### src/common/mic_pkg.sv
package mic_pkg;

  // ****************************************************************
  // Register offsets, printed as indices; byte address is four times.
  // ****************************************************************
  localparam logic [7:0] MIC_IDX_ENABLE = 8'h0c;
  localparam logic [7:0] MIC_IDX_PEND   = 8'h0d;
  localparam logic [7:0] MIC_IDX_ROUTE  = 8'h0e;
  localparam logic [7:0] MIC_IDX_RATE   = 8'h0f;
  localparam logic [7:0] MIC_IDX_KEY    = 8'h14;
  localparam logic [7:0] MIC_IDX_MODE   = 8'h20;
  localparam logic [7:0] MIC_IDX_VECTOR = 8'h21;

  // ****************************************************************
  // Field layout and reset values.
  // ****************************************************************
  localparam int         MIC_NSRC          = 8;
  localparam logic [7:0] MIC_SRC_MASK      = 8'hbf;
  localparam int         MIC_BIT_T0        = 2;
  localparam int         MIC_BIT_EXT       = 5;
  localparam int         MIC_BIT_KEY       = 7;
  localparam int         MIC_BIT_EDGE      = 6;
  localparam int         MIC_BIT_KEYMODE   = 5;
  localparam logic [7:0] MIC_RST_ENABLE    = 8'h00;
  localparam logic [7:0] MIC_RST_PEND      = 8'h00;
  localparam logic [7:0] MIC_RST_ROUTE     = 8'h00;
  localparam logic [7:0] MIC_RST_RATE      = 8'h43;
  localparam logic [7:0] MIC_RST_KEY       = 8'h00;
  localparam logic [10:0] MIC_VEC_BASE     = 11'h7e0;
  localparam logic [2:0] MIC_FAST_TAP_BASE = 3'h0;
  localparam int         MIC_CHAIN_W       = 14;
  localparam int         MIC_FAST_LOW_TAP  = 10;
  localparam int         MIC_SLOW_LOW_TAP  = 13;

  // ****************************************************************
  // Operating modes and request state.
  // ****************************************************************
  typedef enum logic [1:0] {
    MIC_MODE_RUN     = 2'b00,
    MIC_MODE_STANDBY = 2'b01,
    MIC_MODE_HALT    = 2'b10
  } mic_mode_e;

  typedef enum logic [1:0] {
    MIC_BUS_IDLE = 2'b00,
    MIC_BUS_ACK  = 2'b01
  } mic_bus_e;

  typedef struct packed {
    logic       read;
    logic       write;
    logic [9:0] address;
    logic [31:0] writedata;
  } mic_req_s;

  typedef struct packed {
    mic_bus_e   bus;
    logic [31:0] rdata;
    logic [7:0] enable;
    logic [7:0] pend;
    logic [7:0] route;
    logic [7:0] rate;
    logic [7:0] key;
    mic_mode_e  mode;
    logic [MIC_CHAIN_W-1:0] chain;
    logic       ext_prev;
    logic       irq;
    logic       nmi;
    logic [7:0] nmi_prev;
    logic [2:0] vec_idx;
    logic       wake;
  } mic_state_s;

endpackage : mic_pkg

### src/rtl/mic_interrupt_controller.sv
// Notes on behaviour
// - Seven sources: three timers, ticks, pin, keys.
// - Event sets pending flag until written zero.
// - Flags set regardless of enables, for polling.
// - Enable bit positions fixed; all reset disabled.
// - Flags read in enable positions, reset zero.
// - Writing zero clears flag bits 0-5, 7.
// - Bit 2 serves timer0 stop when enabled.
// - Route bit one gives NMI, zero IRQ.
// - Fast tick rate field selects chain tap.
// - Slow tick rate field selects chain tap.
// - Rate bit 6 selects external pin edge.
// - Key bit 5 selects strobe or scan.
// - Tick chain runs except in halt mode.
// - Core pushes PC and jumps to vector.
// - Vectors 7E0..7EE, two apart, fixed priority.
// - IRQ level held until service finishes.
// - NMI edge sensed; coincident lower lost.
// - All events wake standby; pin, key halt.
//
// Added by the designer: the Avalon-MM slave port.
module mic_interrupt_controller
  import mic_pkg::*;
(
  // Clock and reset
  input  wire logic        core_clk_in,
  input  wire logic        rst_n_in,
  // Avalon-MM slave
  input  wire logic [9:0]  avs_address_in,
  input  wire logic        avs_read_in,
  input  wire logic        avs_write_in,
  input  wire logic [31:0] avs_writedata_in,
  input  wire logic [3:0]  avs_byteenable_in,
  output logic      [31:0] avs_readdata_out,
  output logic             avs_waitrequest_out,
  // Event sources
  input  wire logic        timer2_event_in,
  input  wire logic        timer1_event_in,
  input  wire logic        timer0_event_in,
  input  wire logic        timer0_stop_event_in,
  input  wire logic        timer0_stop_enable_in,
  input  wire logic        ext_irq_pin_in,
  input  wire logic        key_strobe_in,
  input  wire logic        key_scan_done_in,
  input  wire logic        key_change_in,
  input  wire logic        slow_clk_tick_in,
  // Core side
  input  wire logic        sleep_enter_in,
  input  wire logic        rtc_enable_in,
  input  wire logic        irq_ack_in,
  output logic             irq_out,
  output logic             nmi_out,
  output logic      [10:0] vector_out,
  output logic             wake_out
);

  // ****************************************************************
  // State.
  // ****************************************************************
  mic_state_s q;
  mic_state_s d;

  logic [7:0] raw_ev;
  logic [7:0] pend_next;
  logic [7:0] irq_cand;
  logic [7:0] nmi_cand;
  logic [7:0] nmi_new;
  logic [7:0] pend_set;
  logic [7:0] pend_clr;
  logic       pend_wr;
  logic       take;
  logic       wake_standby;
  logic       wake_halt;
  logic [2:0] irq_sel;
  logic       irq_any;
  logic [2:0] nmi_sel;
  logic       nmi_rise;
  logic       fast_tap;
  logic       slow_tap;
  logic       fast_prev_q;
  logic       slow_prev_q;
  logic       fast_ev;
  logic       slow_ev;
  logic       ext_ev;
  logic       key_ev;
  logic       t0_ev;
  logic       hit;
  logic [7:0] idx;
  logic [7:0] wbyte;
  logic [7:0] rbyte;
  logic [3:0] fsel;
  logic [3:0] ssel;

  // ****************************************************************
  // Elaboration checks.
  // ****************************************************************
  if (MIC_NSRC != 8)
  begin : g_check_nsrc
    $error("The flag, enable and route registers are one byte wide.");
  end

  if (MIC_SLOW_LOW_TAP >= MIC_CHAIN_W)
  begin : g_check_slow_top
    $error("The slowest tick tap lies beyond the divider chain.");
  end

  if (MIC_SLOW_LOW_TAP < 7)
  begin : g_check_slow_low
    $error("The fastest slow tick tap would fall below the chain.");
  end

  if (MIC_FAST_LOW_TAP < 10 || MIC_FAST_LOW_TAP >= MIC_CHAIN_W)
  begin : g_check_fast
    $error("The fast tick taps do not fit the divider chain.");
  end

  if (MIC_SRC_MASK[6] != 1'b0)
  begin : g_check_mask
    $error("Bit 6 carries no source and must stay masked.");
  end

  if (MIC_VEC_BASE[3:0] != 4'h0)
  begin : g_check_vec
    $error("The vector base must leave room for eight two-byte slots.");
  end

  // ****************************************************************
  // Event detection.
  // ****************************************************************
  // The fast taps step by two chain stages for the four slow codes and by
  // one stage for the four fast codes.
  always_comb
  begin
    case (q.rate[2:0])
      3'h0:    fsel = 4'(MIC_FAST_LOW_TAP);
      3'h1:    fsel = 4'(MIC_FAST_LOW_TAP - 2);
      3'h2:    fsel = 4'(MIC_FAST_LOW_TAP - 4);
      3'h3:    fsel = 4'(MIC_FAST_LOW_TAP - 6);
      3'h4:    fsel = 4'(MIC_FAST_LOW_TAP - 7);
      3'h5:    fsel = 4'(MIC_FAST_LOW_TAP - 8);
      3'h6:    fsel = 4'(MIC_FAST_LOW_TAP - 9);
      3'h7:    fsel = 4'(MIC_FAST_LOW_TAP - 10);
      default: fsel = 4'(MIC_FAST_LOW_TAP);
    endcase
  end
  assign ssel     = 4'(MIC_SLOW_LOW_TAP) - 4'(q.rate[5:3]);
  assign fast_tap = q.chain[fsel];
  assign slow_tap = q.chain[ssel];
  assign fast_ev  = fast_tap & ~fast_prev_q;
  assign slow_ev  = slow_tap & ~slow_prev_q;
  assign ext_ev   = q.rate[MIC_BIT_EDGE] ? (ext_irq_pin_in & ~q.ext_prev)
                                         : (~ext_irq_pin_in & q.ext_prev);
  assign key_ev   = q.key[MIC_BIT_KEYMODE] ? key_scan_done_in : key_strobe_in;
  assign t0_ev    = timer0_stop_enable_in ? timer0_stop_event_in : timer0_event_in;

  assign raw_ev = {key_ev, 1'b0, ext_ev, slow_ev, fast_ev, t0_ev,
                   timer1_event_in, timer2_event_in};

  // Standby keeps the slow clock, so every source wakes it; halt stops the
  // divider chain and only the pin and a key change can end it.
  assign wake_standby = (|raw_ev) | key_change_in;
  assign wake_halt    = ext_ev | key_change_in;

  // ****************************************************************
  // Per-source flag and request logic.
  // ****************************************************************
  // Bit 6 has no source; the mask keeps its flag and requests at zero.
  for (genvar gi = 0; gi < MIC_NSRC; gi++)
  begin : g_src
    // A set in the same cycle as a written clear wins over the clear.
    assign pend_set[gi]  = raw_ev[gi] & MIC_SRC_MASK[gi];
    assign pend_clr[gi]  = pend_wr & ~wbyte[gi];
    assign pend_next[gi] = MIC_SRC_MASK[gi] & (pend_set[gi] | (q.pend[gi] & ~pend_clr[gi]));
    assign irq_cand[gi]  = q.pend[gi] & q.enable[gi] & ~q.route[gi] & MIC_SRC_MASK[gi];
    assign nmi_cand[gi]  = q.pend[gi] & q.enable[gi] & q.route[gi] & MIC_SRC_MASK[gi];
    // A routed source requests once per rise of its candidate, not per cycle.
    assign nmi_new[gi]   = nmi_cand[gi] & ~q.nmi_prev[gi];
  end

  // ****************************************************************
  // Bus decode.
  // ****************************************************************
  assign idx   = 8'(avs_address_in[9:2]);
  assign wbyte = avs_byteenable_in[0] ? avs_writedata_in[7:0] : 8'hff;
  assign take  = (avs_read_in | avs_write_in) & (q.bus == MIC_BUS_IDLE);
  // A write lands on the edge at which waitrequest is sampled low, so no
  // register changes before the master's own transfer completes.
  assign hit   = (q.bus == MIC_BUS_ACK) & avs_write_in & avs_byteenable_in[0];
  assign pend_wr = hit & (idx == MIC_IDX_PEND);

  always_comb
  begin
    case (idx)
      MIC_IDX_ENABLE: rbyte = q.enable;
      MIC_IDX_PEND:   rbyte = q.pend;
      MIC_IDX_ROUTE:  rbyte = q.route;
      MIC_IDX_RATE:   rbyte = q.rate;
      MIC_IDX_KEY:    rbyte = q.key;
      MIC_IDX_MODE:   rbyte = {6'h00, q.mode};
      MIC_IDX_VECTOR: rbyte = {5'h00, q.vec_idx};
      default:        rbyte = 8'h00;
    endcase
  end

  // ****************************************************************
  // Priority selection, lowest bit highest.
  // ****************************************************************
  always_comb
  begin
    irq_sel  = 3'h0;
    irq_any  = 1'b0;
    nmi_sel  = 3'h0;
    for (int i = MIC_NSRC - 1; i >= 0; i--)
    begin
      if (irq_cand[i])
      begin
        irq_sel = 3'(i);
        irq_any = 1'b1;
      end
      if (nmi_new[i])
      begin
        nmi_sel = 3'(i);
      end
    end
    nmi_rise = |nmi_new;
  end

  // ****************************************************************
  // Next state.
  // ****************************************************************
  always_comb
  begin
    d           = q;
    d.bus       = MIC_BUS_IDLE;
    d.ext_prev  = ext_irq_pin_in;
    d.nmi_prev  = nmi_cand;
    // Read data is captured when the request is taken and stands until the
    // next access, so it is valid while waitrequest is low.
    if (take)
    begin
      d.bus   = MIC_BUS_ACK;
      d.rdata = {24'h00_0000, rbyte};
    end
    if (hit)
    begin
      case (idx)
        MIC_IDX_ENABLE: d.enable = wbyte & MIC_SRC_MASK;
        MIC_IDX_ROUTE:  d.route = wbyte & MIC_SRC_MASK;
        MIC_IDX_RATE:   d.rate = {1'b0, wbyte[6:0]};
        MIC_IDX_KEY:    d.key = wbyte & 8'h20;
        default:        d.rate = d.rate;
      endcase
    end
    d.pend      = pend_next;
    if (q.mode != MIC_MODE_HALT)
    begin
      if (slow_clk_tick_in)
      begin
        d.chain = q.chain + 14'h0001;
      end
    end
    // IRQ level request holds while any enabled flag routed to IRQ stays pending.
    d.irq = irq_any;
    if (irq_any & ~irq_ack_in)
    begin
      d.vec_idx = irq_sel;
    end
    d.nmi = nmi_rise;
    if (nmi_rise)
    begin
      d.vec_idx = nmi_sel;
    end
    d.wake = 1'b0;
    case (q.mode)
      MIC_MODE_RUN:
      begin
        if (sleep_enter_in)
        begin
          d.mode = rtc_enable_in ? MIC_MODE_STANDBY : MIC_MODE_HALT;
        end
      end
      MIC_MODE_STANDBY:
      begin
        if (wake_standby)
        begin
          d.mode = MIC_MODE_RUN;
          d.wake = 1'b1;
        end
      end
      MIC_MODE_HALT:
      begin
        if (wake_halt)
        begin
          d.mode = MIC_MODE_RUN;
          d.wake = 1'b1;
        end
      end
      default: d.mode = MIC_MODE_RUN;
    endcase
  end

  always_ff @(posedge core_clk_in or negedge rst_n_in)
  begin
    if (!rst_n_in)
    begin
      q.bus      <= MIC_BUS_IDLE;
      q.rdata    <= 32'h0000_0000;
      q.enable   <= MIC_RST_ENABLE;
      q.pend     <= MIC_RST_PEND;
      q.route    <= MIC_RST_ROUTE;
      q.rate     <= MIC_RST_RATE;
      q.key      <= MIC_RST_KEY;
      q.mode     <= MIC_MODE_RUN;
      q.chain    <= '0;
      q.ext_prev <= 1'b0;
      q.irq      <= 1'b0;
      q.nmi      <= 1'b0;
      q.nmi_prev <= 8'h00;
      q.vec_idx  <= 3'h0;
      q.wake     <= 1'b0;
      fast_prev_q <= 1'b0;
      slow_prev_q <= 1'b0;
    end
    else
    begin
      q           <= d;
      fast_prev_q <= fast_tap;
      slow_prev_q <= slow_tap;
    end
  end

  // ****************************************************************
  // Outputs.
  // ****************************************************************
  always_comb
  begin
    avs_readdata_out    = q.rdata;
    avs_waitrequest_out = ~((q.bus == MIC_BUS_ACK) | ~(avs_read_in | avs_write_in));
    irq_out             = q.irq;
    nmi_out             = q.nmi;
    vector_out          = MIC_VEC_BASE + {7'h00, q.vec_idx, 1'b0};
    wake_out            = q.wake;
  end

endmodule : mic_interrupt_controller

### config.mk
export PLATFORM = sky130hd
export DESIGN_NAME = mic_interrupt_controller
export DESIGN_NICKNAME = d
export VERILOG_FILES = /design/src/common/mic_pkg.sv /design/src/rtl/mic_interrupt_controller.sv
export SDC_FILE = /design/constraint.sdc
export NUM_CORES = 1
export LEC_CHECK = 0
export BUFFER_PORTS_ARGS = -buffer_cell sky130_fd_sc_hd__buf_4
export CAP_MARGIN = 15
export CORE_MARGIN = 5
export CORE_UTILIZATION = 50
export CTS_BUF_LIST = sky130_fd_sc_hd__clkbuf_16
export DETAILED_ROUTE_END_ITERATION = 8
export PLACE_DENSITY = 0.77
export REMOVE_ABC_BUFFERS = 1
export SETUP_SLACK_MARGIN = 0.3
export SLEW_MARGIN = 15
export SYNTH_ARGS = -nofsm -noshare
export SYNTH_HDL_FRONTEND = slang
export SYNTH_SLANG_ARGS = --single-unit
### constraint.sdc
create_clock -name core_clk_in -period 2.5 [get_ports core_clk_in]
set_clock_uncertainty 0.15 [all_clocks]
set_input_delay 0 -clock core_clk_in [delete_from_list [all_inputs] [get_ports core_clk_in]]
set_output_delay 0 -clock core_clk_in [all_outputs]
set_load 0.01 [all_outputs]
==> Word-level counts from Yosys, hierarchy flattened <==
Memory sizes are Yosys's and may differ from the RTL's.
Index checks and enable logic that the tools add are counted.
{ "totals": {"ff_bits": 70, "romBits": 32, "elab_cells": 186, "output_inout_bits": 47, "n_memories": 1, "input_bits": 63} }
{ "op_classes": {"eq_ne": 14, "magnitude_cmp": 2, "reduce_logical": 11, "muxes": 41, "n_bitwise": 97, "addsub": 3} }
{ "memory_table": {"columns": ["name", "words", "width", "rd", "rd_clocked_by_memory_dff", "write_ports", "line", "text"], "rows": [
  ["(name not given)", 8, 4, 1, 0, 0, "mic_interrupt_controller.sv:134", "case (q.rate[2:0])"]
]} }
{ "op_table": {"columns": ["operator", "count"], "rows": [
  ["$pmux 8 s7", 1],
  ["$and 1x1->1", 51],
  ["$mux 3", 16],
  ["$not 1->1", 35],
  ["$mux 33", 1],
  ["$eq 8x4->1 const B", 4],
  ["$eq 8x6->1 const B", 2],
  ["$add 14x1->14 const B", 1],
  ["$mux 1", 14],
  ["$reduce_or 7->1", 2],
  ["$or 1x1->1", 11],
  ["$lt 4x5->1 const B", 2],
  ["$reduce_and 2->1", 5],
  ["$bmux 1 s4", 2],
  ["$eq 8x5->1 const B", 1],
  ["$mux 2", 4],
  ["$mux 8", 1],
  ["$ne 2x2->1 const B", 4],
  ["$add 6x5->7 const A", 1],
  ["$pmux 2 s3", 1],
  ["$logic_not 2->1", 2],
  ["$sub 4x3->4 const A", 1],
  ["$reduce_and 3->1", 1],
  ["$eq 2x1->1 const B", 1],
  ["4 further kinds", 4]
]} }

==> Longest topological paths before layout <==
{ "depth": {"ltp_word": 12, "depth_mapped": 8, "depth_no_buf": 7} }

==> Worst setup path after synthesis <==
OpenSTA, ideal clock, no wires.
{ "synth_timing": {"path_kind": "register -> register", "start": "reg q[40] (netlist name)", "end": "reg q[29] (netlist name)", "setup_slack_ps": 433, "required_time_ps": 2271, "path_stages_with_launch": 6, "path_buffers": 0, "setup_time_ps": 79, "t_arrival_ps": 1838, "path_cell_list": "dfstp_2 -> mux4_1 -> mux2i_4 -> o211ai_2 -> o31ai_4 -> mux2i_1"} }
{ "synth_between": {"elab_chain_cells": 8} }
{ "synth_lines": {"columns": ["item", "line", "text"], "rows": [
  ["start: declaration", "mic_interrupt_controller.sv:60", "mic_state_s q;"],
  ["$mem_v2 8x4", null, null],
  ["$bmux 1 s4", "mic_interrupt_controller.sv:147", "assign fast_tap = q.chain[fsel];"],
  ["$mux 1 (implied by the code)", "mic_interrupt_controller.sv:147", null],
  ["$and 1x1->1", "mic_interrupt_controller.sv:149", "assign fast_ev = fast_tap & ~fast_prev_q;"],
  ["$reduce_or 7->1", "mic_interrupt_controller.sv:161", "assign wake_standby = (|raw_ev) | key_change_in;"],
  ["$or 1x1->1", "mic_interrupt_controller.sv:161", null],
  ["$ne 2x2->1 (no source line)", null, null],
  ["$reduce_and 3->1 (no source line)", null, null]
]} }
Every way passes these cells. The select of a mux whose other input is x is not followed.
A chain may end at the register's enable or synchronous reset.

==> Worst setup path after layout <==
{ "layout_timing": {"start": "reg q[40] (netlist name)", "end": "reg q[30] (netlist name)"} }
The elaborated chain is that of the path after synthesis.

==> results by group <==
Die
  – Initial core utilization: 51.20%
  – Die X: 98.73 um
  – FP Rows: 32
  – Top Ports: 110
  – Die area: 0.009747 mm^2
  – Die Y: 98.73 um
  – Core ar.: 0.007687 mm^2

Route
  – Drt first pass iters: 5
  – Vias/cell: 5.519
  – Via Count: 3096
  – DR iter-0 viols: 316
  – DRC: 0
  – Routed WL: 9.393 mm
  – ANT nets after route: 0
  – Routed wire per std cell: 16.74 um

Global route
  – Largest net degree at the start of global routing: 71
  – Wire length of the first global-routing pass: 15.25 mm
  – Initial antenna violation count: 0
  – Global-route usage over all layers: 19.90%
  – Gr ovfl total: 0
  – Vias in the first global route: 3089

STA
  – RSZ-0062 raised after global routing: yes
  – Max Fclk: 0.4678 GHz
  – Worst slew pin tran: 0.8396 ns
  – Final Slew Violations: 0
  – Slew HR: 44.03%
  – Tcrit/Tclk final: 85.50%
  – Setup TNS: 0 ns
  – Finish-stage setup viols: 0
  – Final critical-path required period: 2.138 ns
  – Final hold violations: 0

Power and ir drop
  – VDD IR max: 459.3 uV
  – Power Density: 699.6 mW/mm^2
  – Static leakage: 2.273 nW

Critical path
  – Worst Setup End Kind: register
  – CP required: 2.59 ns
  – Slowest-stage cell, CP: dfstp_2
  – Arrival time worst endpoint: 2.23 ns
  – Worst Setup Start Kind: register
  – CP Buf/Inv Count: 0
  – Worst path max stage delay: 0.59 ns
  – Worst-case reg-to-reg path depth: 5
  – Max Fanout on Critical Path: 4
  – Top delay family on crit path: multiplexers
  – WP depth: 5
  – Worst-path cell chain: mux4_2 > mux2i_4 > o211ai_2 > o31ai_4 > mux2i_1
  – Kind of critical path: reg -> reg
  – Reg-to-reg slack, setup: 0.36 ns

Place
  – I/O Buffers: 48
  – Routability cong.: 0.8718
  – Dpl cell area: 0.004184 mm^2
  – Hpwl dp: 6.569 mm

Logic synthesis
  – Sequential fraction of the synthesis area: 44.60%
  – Mapped cell area: 0.003936 mm^2
  – Primary FF master, synth: dfrtp_1
  – Count leader, synth: dfrtp_1
  – Post-synthesis async set-or-reset flop share: 100.0%
  – Post-synth top area cell: dfrtp_1
  – Top cells by count, synth: 67 x dfrtp_1, 43 x buf_4, 34 x nand2_1
  – Top cells by area, synth: dfrtp_1 43%, buf_4 8.2%, mux4_1 3.3%
  – Cell count after synthesis: 389
  – Synthesized flop and latch total: 70
  – Synth warnings: 0
  – Post-synth cell types: 56
  – EDFF count, synth: 0
  – Synth Area per Inst: 10.12 um^2
  – Synth top area share: 42.59%

Clock tree
  – Total CTS buffers: 9
  – CTS tree: yes
  – Clock latency on the worst-skew pair: 0.33 ns
  – Root Buffer: clkbuf_16
  – CTS clk-pin slew, worst paths: 0.05 ns
  – Clock sink count: 70
  – Maximum clock insertion buffer count: 2
  – CTS H-Tree Depth: 3

Final layout
  – Final instance area: 0.004808 mm^2
  – Antenna cell count: 0
  – Nets@finish: 522
  – Layout cell share with drive strength beyond 1: 21.13%
  – Fillcell total: 630
  – Layout area overhead: 22.16%

Worst hold path
  – Hold path cells: 5
  – Hold/Removal Path Class: in -> reg

Outcome
  – Outcome: finished, final reports clean

Flow run
  – Max-Cap Viols: 0
## worst register-to-register path, stage by stage (launching register included)
cell and delay (ns):
dfstp_2 0.59, mux4_2 0.54, mux2i_4 0.18, o211ai_2 0.13, o31ai_4 0.25, mux2i_1 0.23
## path summary, 6_finish.rpt
path	startpoint	endpoint
min in group asynchronous	rst_n_in	avs_readdata_out[5]
hold / removal	sleep_enter_in	q[29]
hold reg to reg	fast_prev_q	q[58]
setup / recovery	q[40]	q[30]
setup reg to reg	q[40]	q[30]
max in group asynchronous	rst_n_in	q[43]
## cells in the final DEF, fill, tap and decap left out, drive strengths merged, types with 3 or more instances in the layout
cell,n
xnor2,7
dlygate4sd3,27
mux4,9
clkbuf,9
bufinv,3
nand3b,8
xor2,6
mux2,8
nor2,24
and3b,3
nand2b,5
o22ai,5
a21o,7
nand2,34
dfrtp,67
nand3,15
ha,5
a22oi,5
nand4,9
a21oi,11
mux2i,4
buf,53
inv,15
clkinv,4
o21ai,28
conb,32
nor4,3
nor2b,14
a211oi,6
a221o,3
and3,4
dfstp,3
## report_power, final
part           switching, W  internal (W)
clock              0.000463      0.000968
combinational      0.000278      0.000289
sequential         0.000127       0.00124
total              0.000867       0.00250
## flip-flops by register name, indices dropped and copies added, names as in the netlist
register	flops
q	57
nmi_out	1
fast_prev_q	1
irq_out	1
avs_readdata_out	8
wake_out	1
slow_prev_q	1
## area by class of cell
type	instances	area [um^2]	area share, %
Inverter	15	56.30	1.171
Tap cell	102	127.6	2.654
Sequential cell	70	1758	36.56
Timing Repair Buffer	80	668.1	13.90
Clock inverter	7	112.6	2.342
Clock buffer	9	225.2	4.684
Multi-Input combinational cell	278	1861	38.69
## routing by layer
metal / up-vias / GRT usage (%) / part of all wire [%]
li1: 1442 / - / -
met1: 1483 / 24.16 / 39
met2: 145 / 32.61 / 49
met3: 26 / 5.308 / 8.3
met4: 0 / 10.19 / 3.5
met5: - / 0 / 0
## metrics by stage
stage          instances  worst slack (ns)  util (%)  total power, W  hold slack (ns)
6_report             561            0.3624     62.55        0.003364          0.01490
5_1_grt              561            0.2884     62.55        0.003508          0.04354
4_1_cts              560            0.3303     62.24        0.003378          0.02249
3_5_place_dp         517            0.3144     54.43        0.001921         -0.02237
3_3_place_gp         517            0.3660     54.43        0.001891         -0.02328
2_1_floorplan        363            0.4326         -        0.001681          -0.4456
## cells by family (layout without fill, tap and decap cells)
kind of cell | count (synthesis) | after routing | synth area share (%)
and+or+nand+nor | 130 | 130 | 17.10
DFF | 70 | 70 | 44.60
muxes | 21 | 21 | 9.250
buffers and inverters | 71 | 111 | 11.16
other | 2 | 32 | 0.1908
AOI/OAI and AO/OA | 77 | 77 | 13.22
xor gates and xnor gates | 13 | 13 | 2.893
adders and majority gates | 5 | 5 | 1.589
## timing repair
item                       in CTS  in global routing
hold buffers                   27                  0
setup endpoints to repair       1                  4
hold endpoints to repair      106                  0
buffers inserted                0                  1
gates resized for setup         2                  4
pin swaps                       0                  0
No activity file was read; power rests on OpenSTA's default activity.
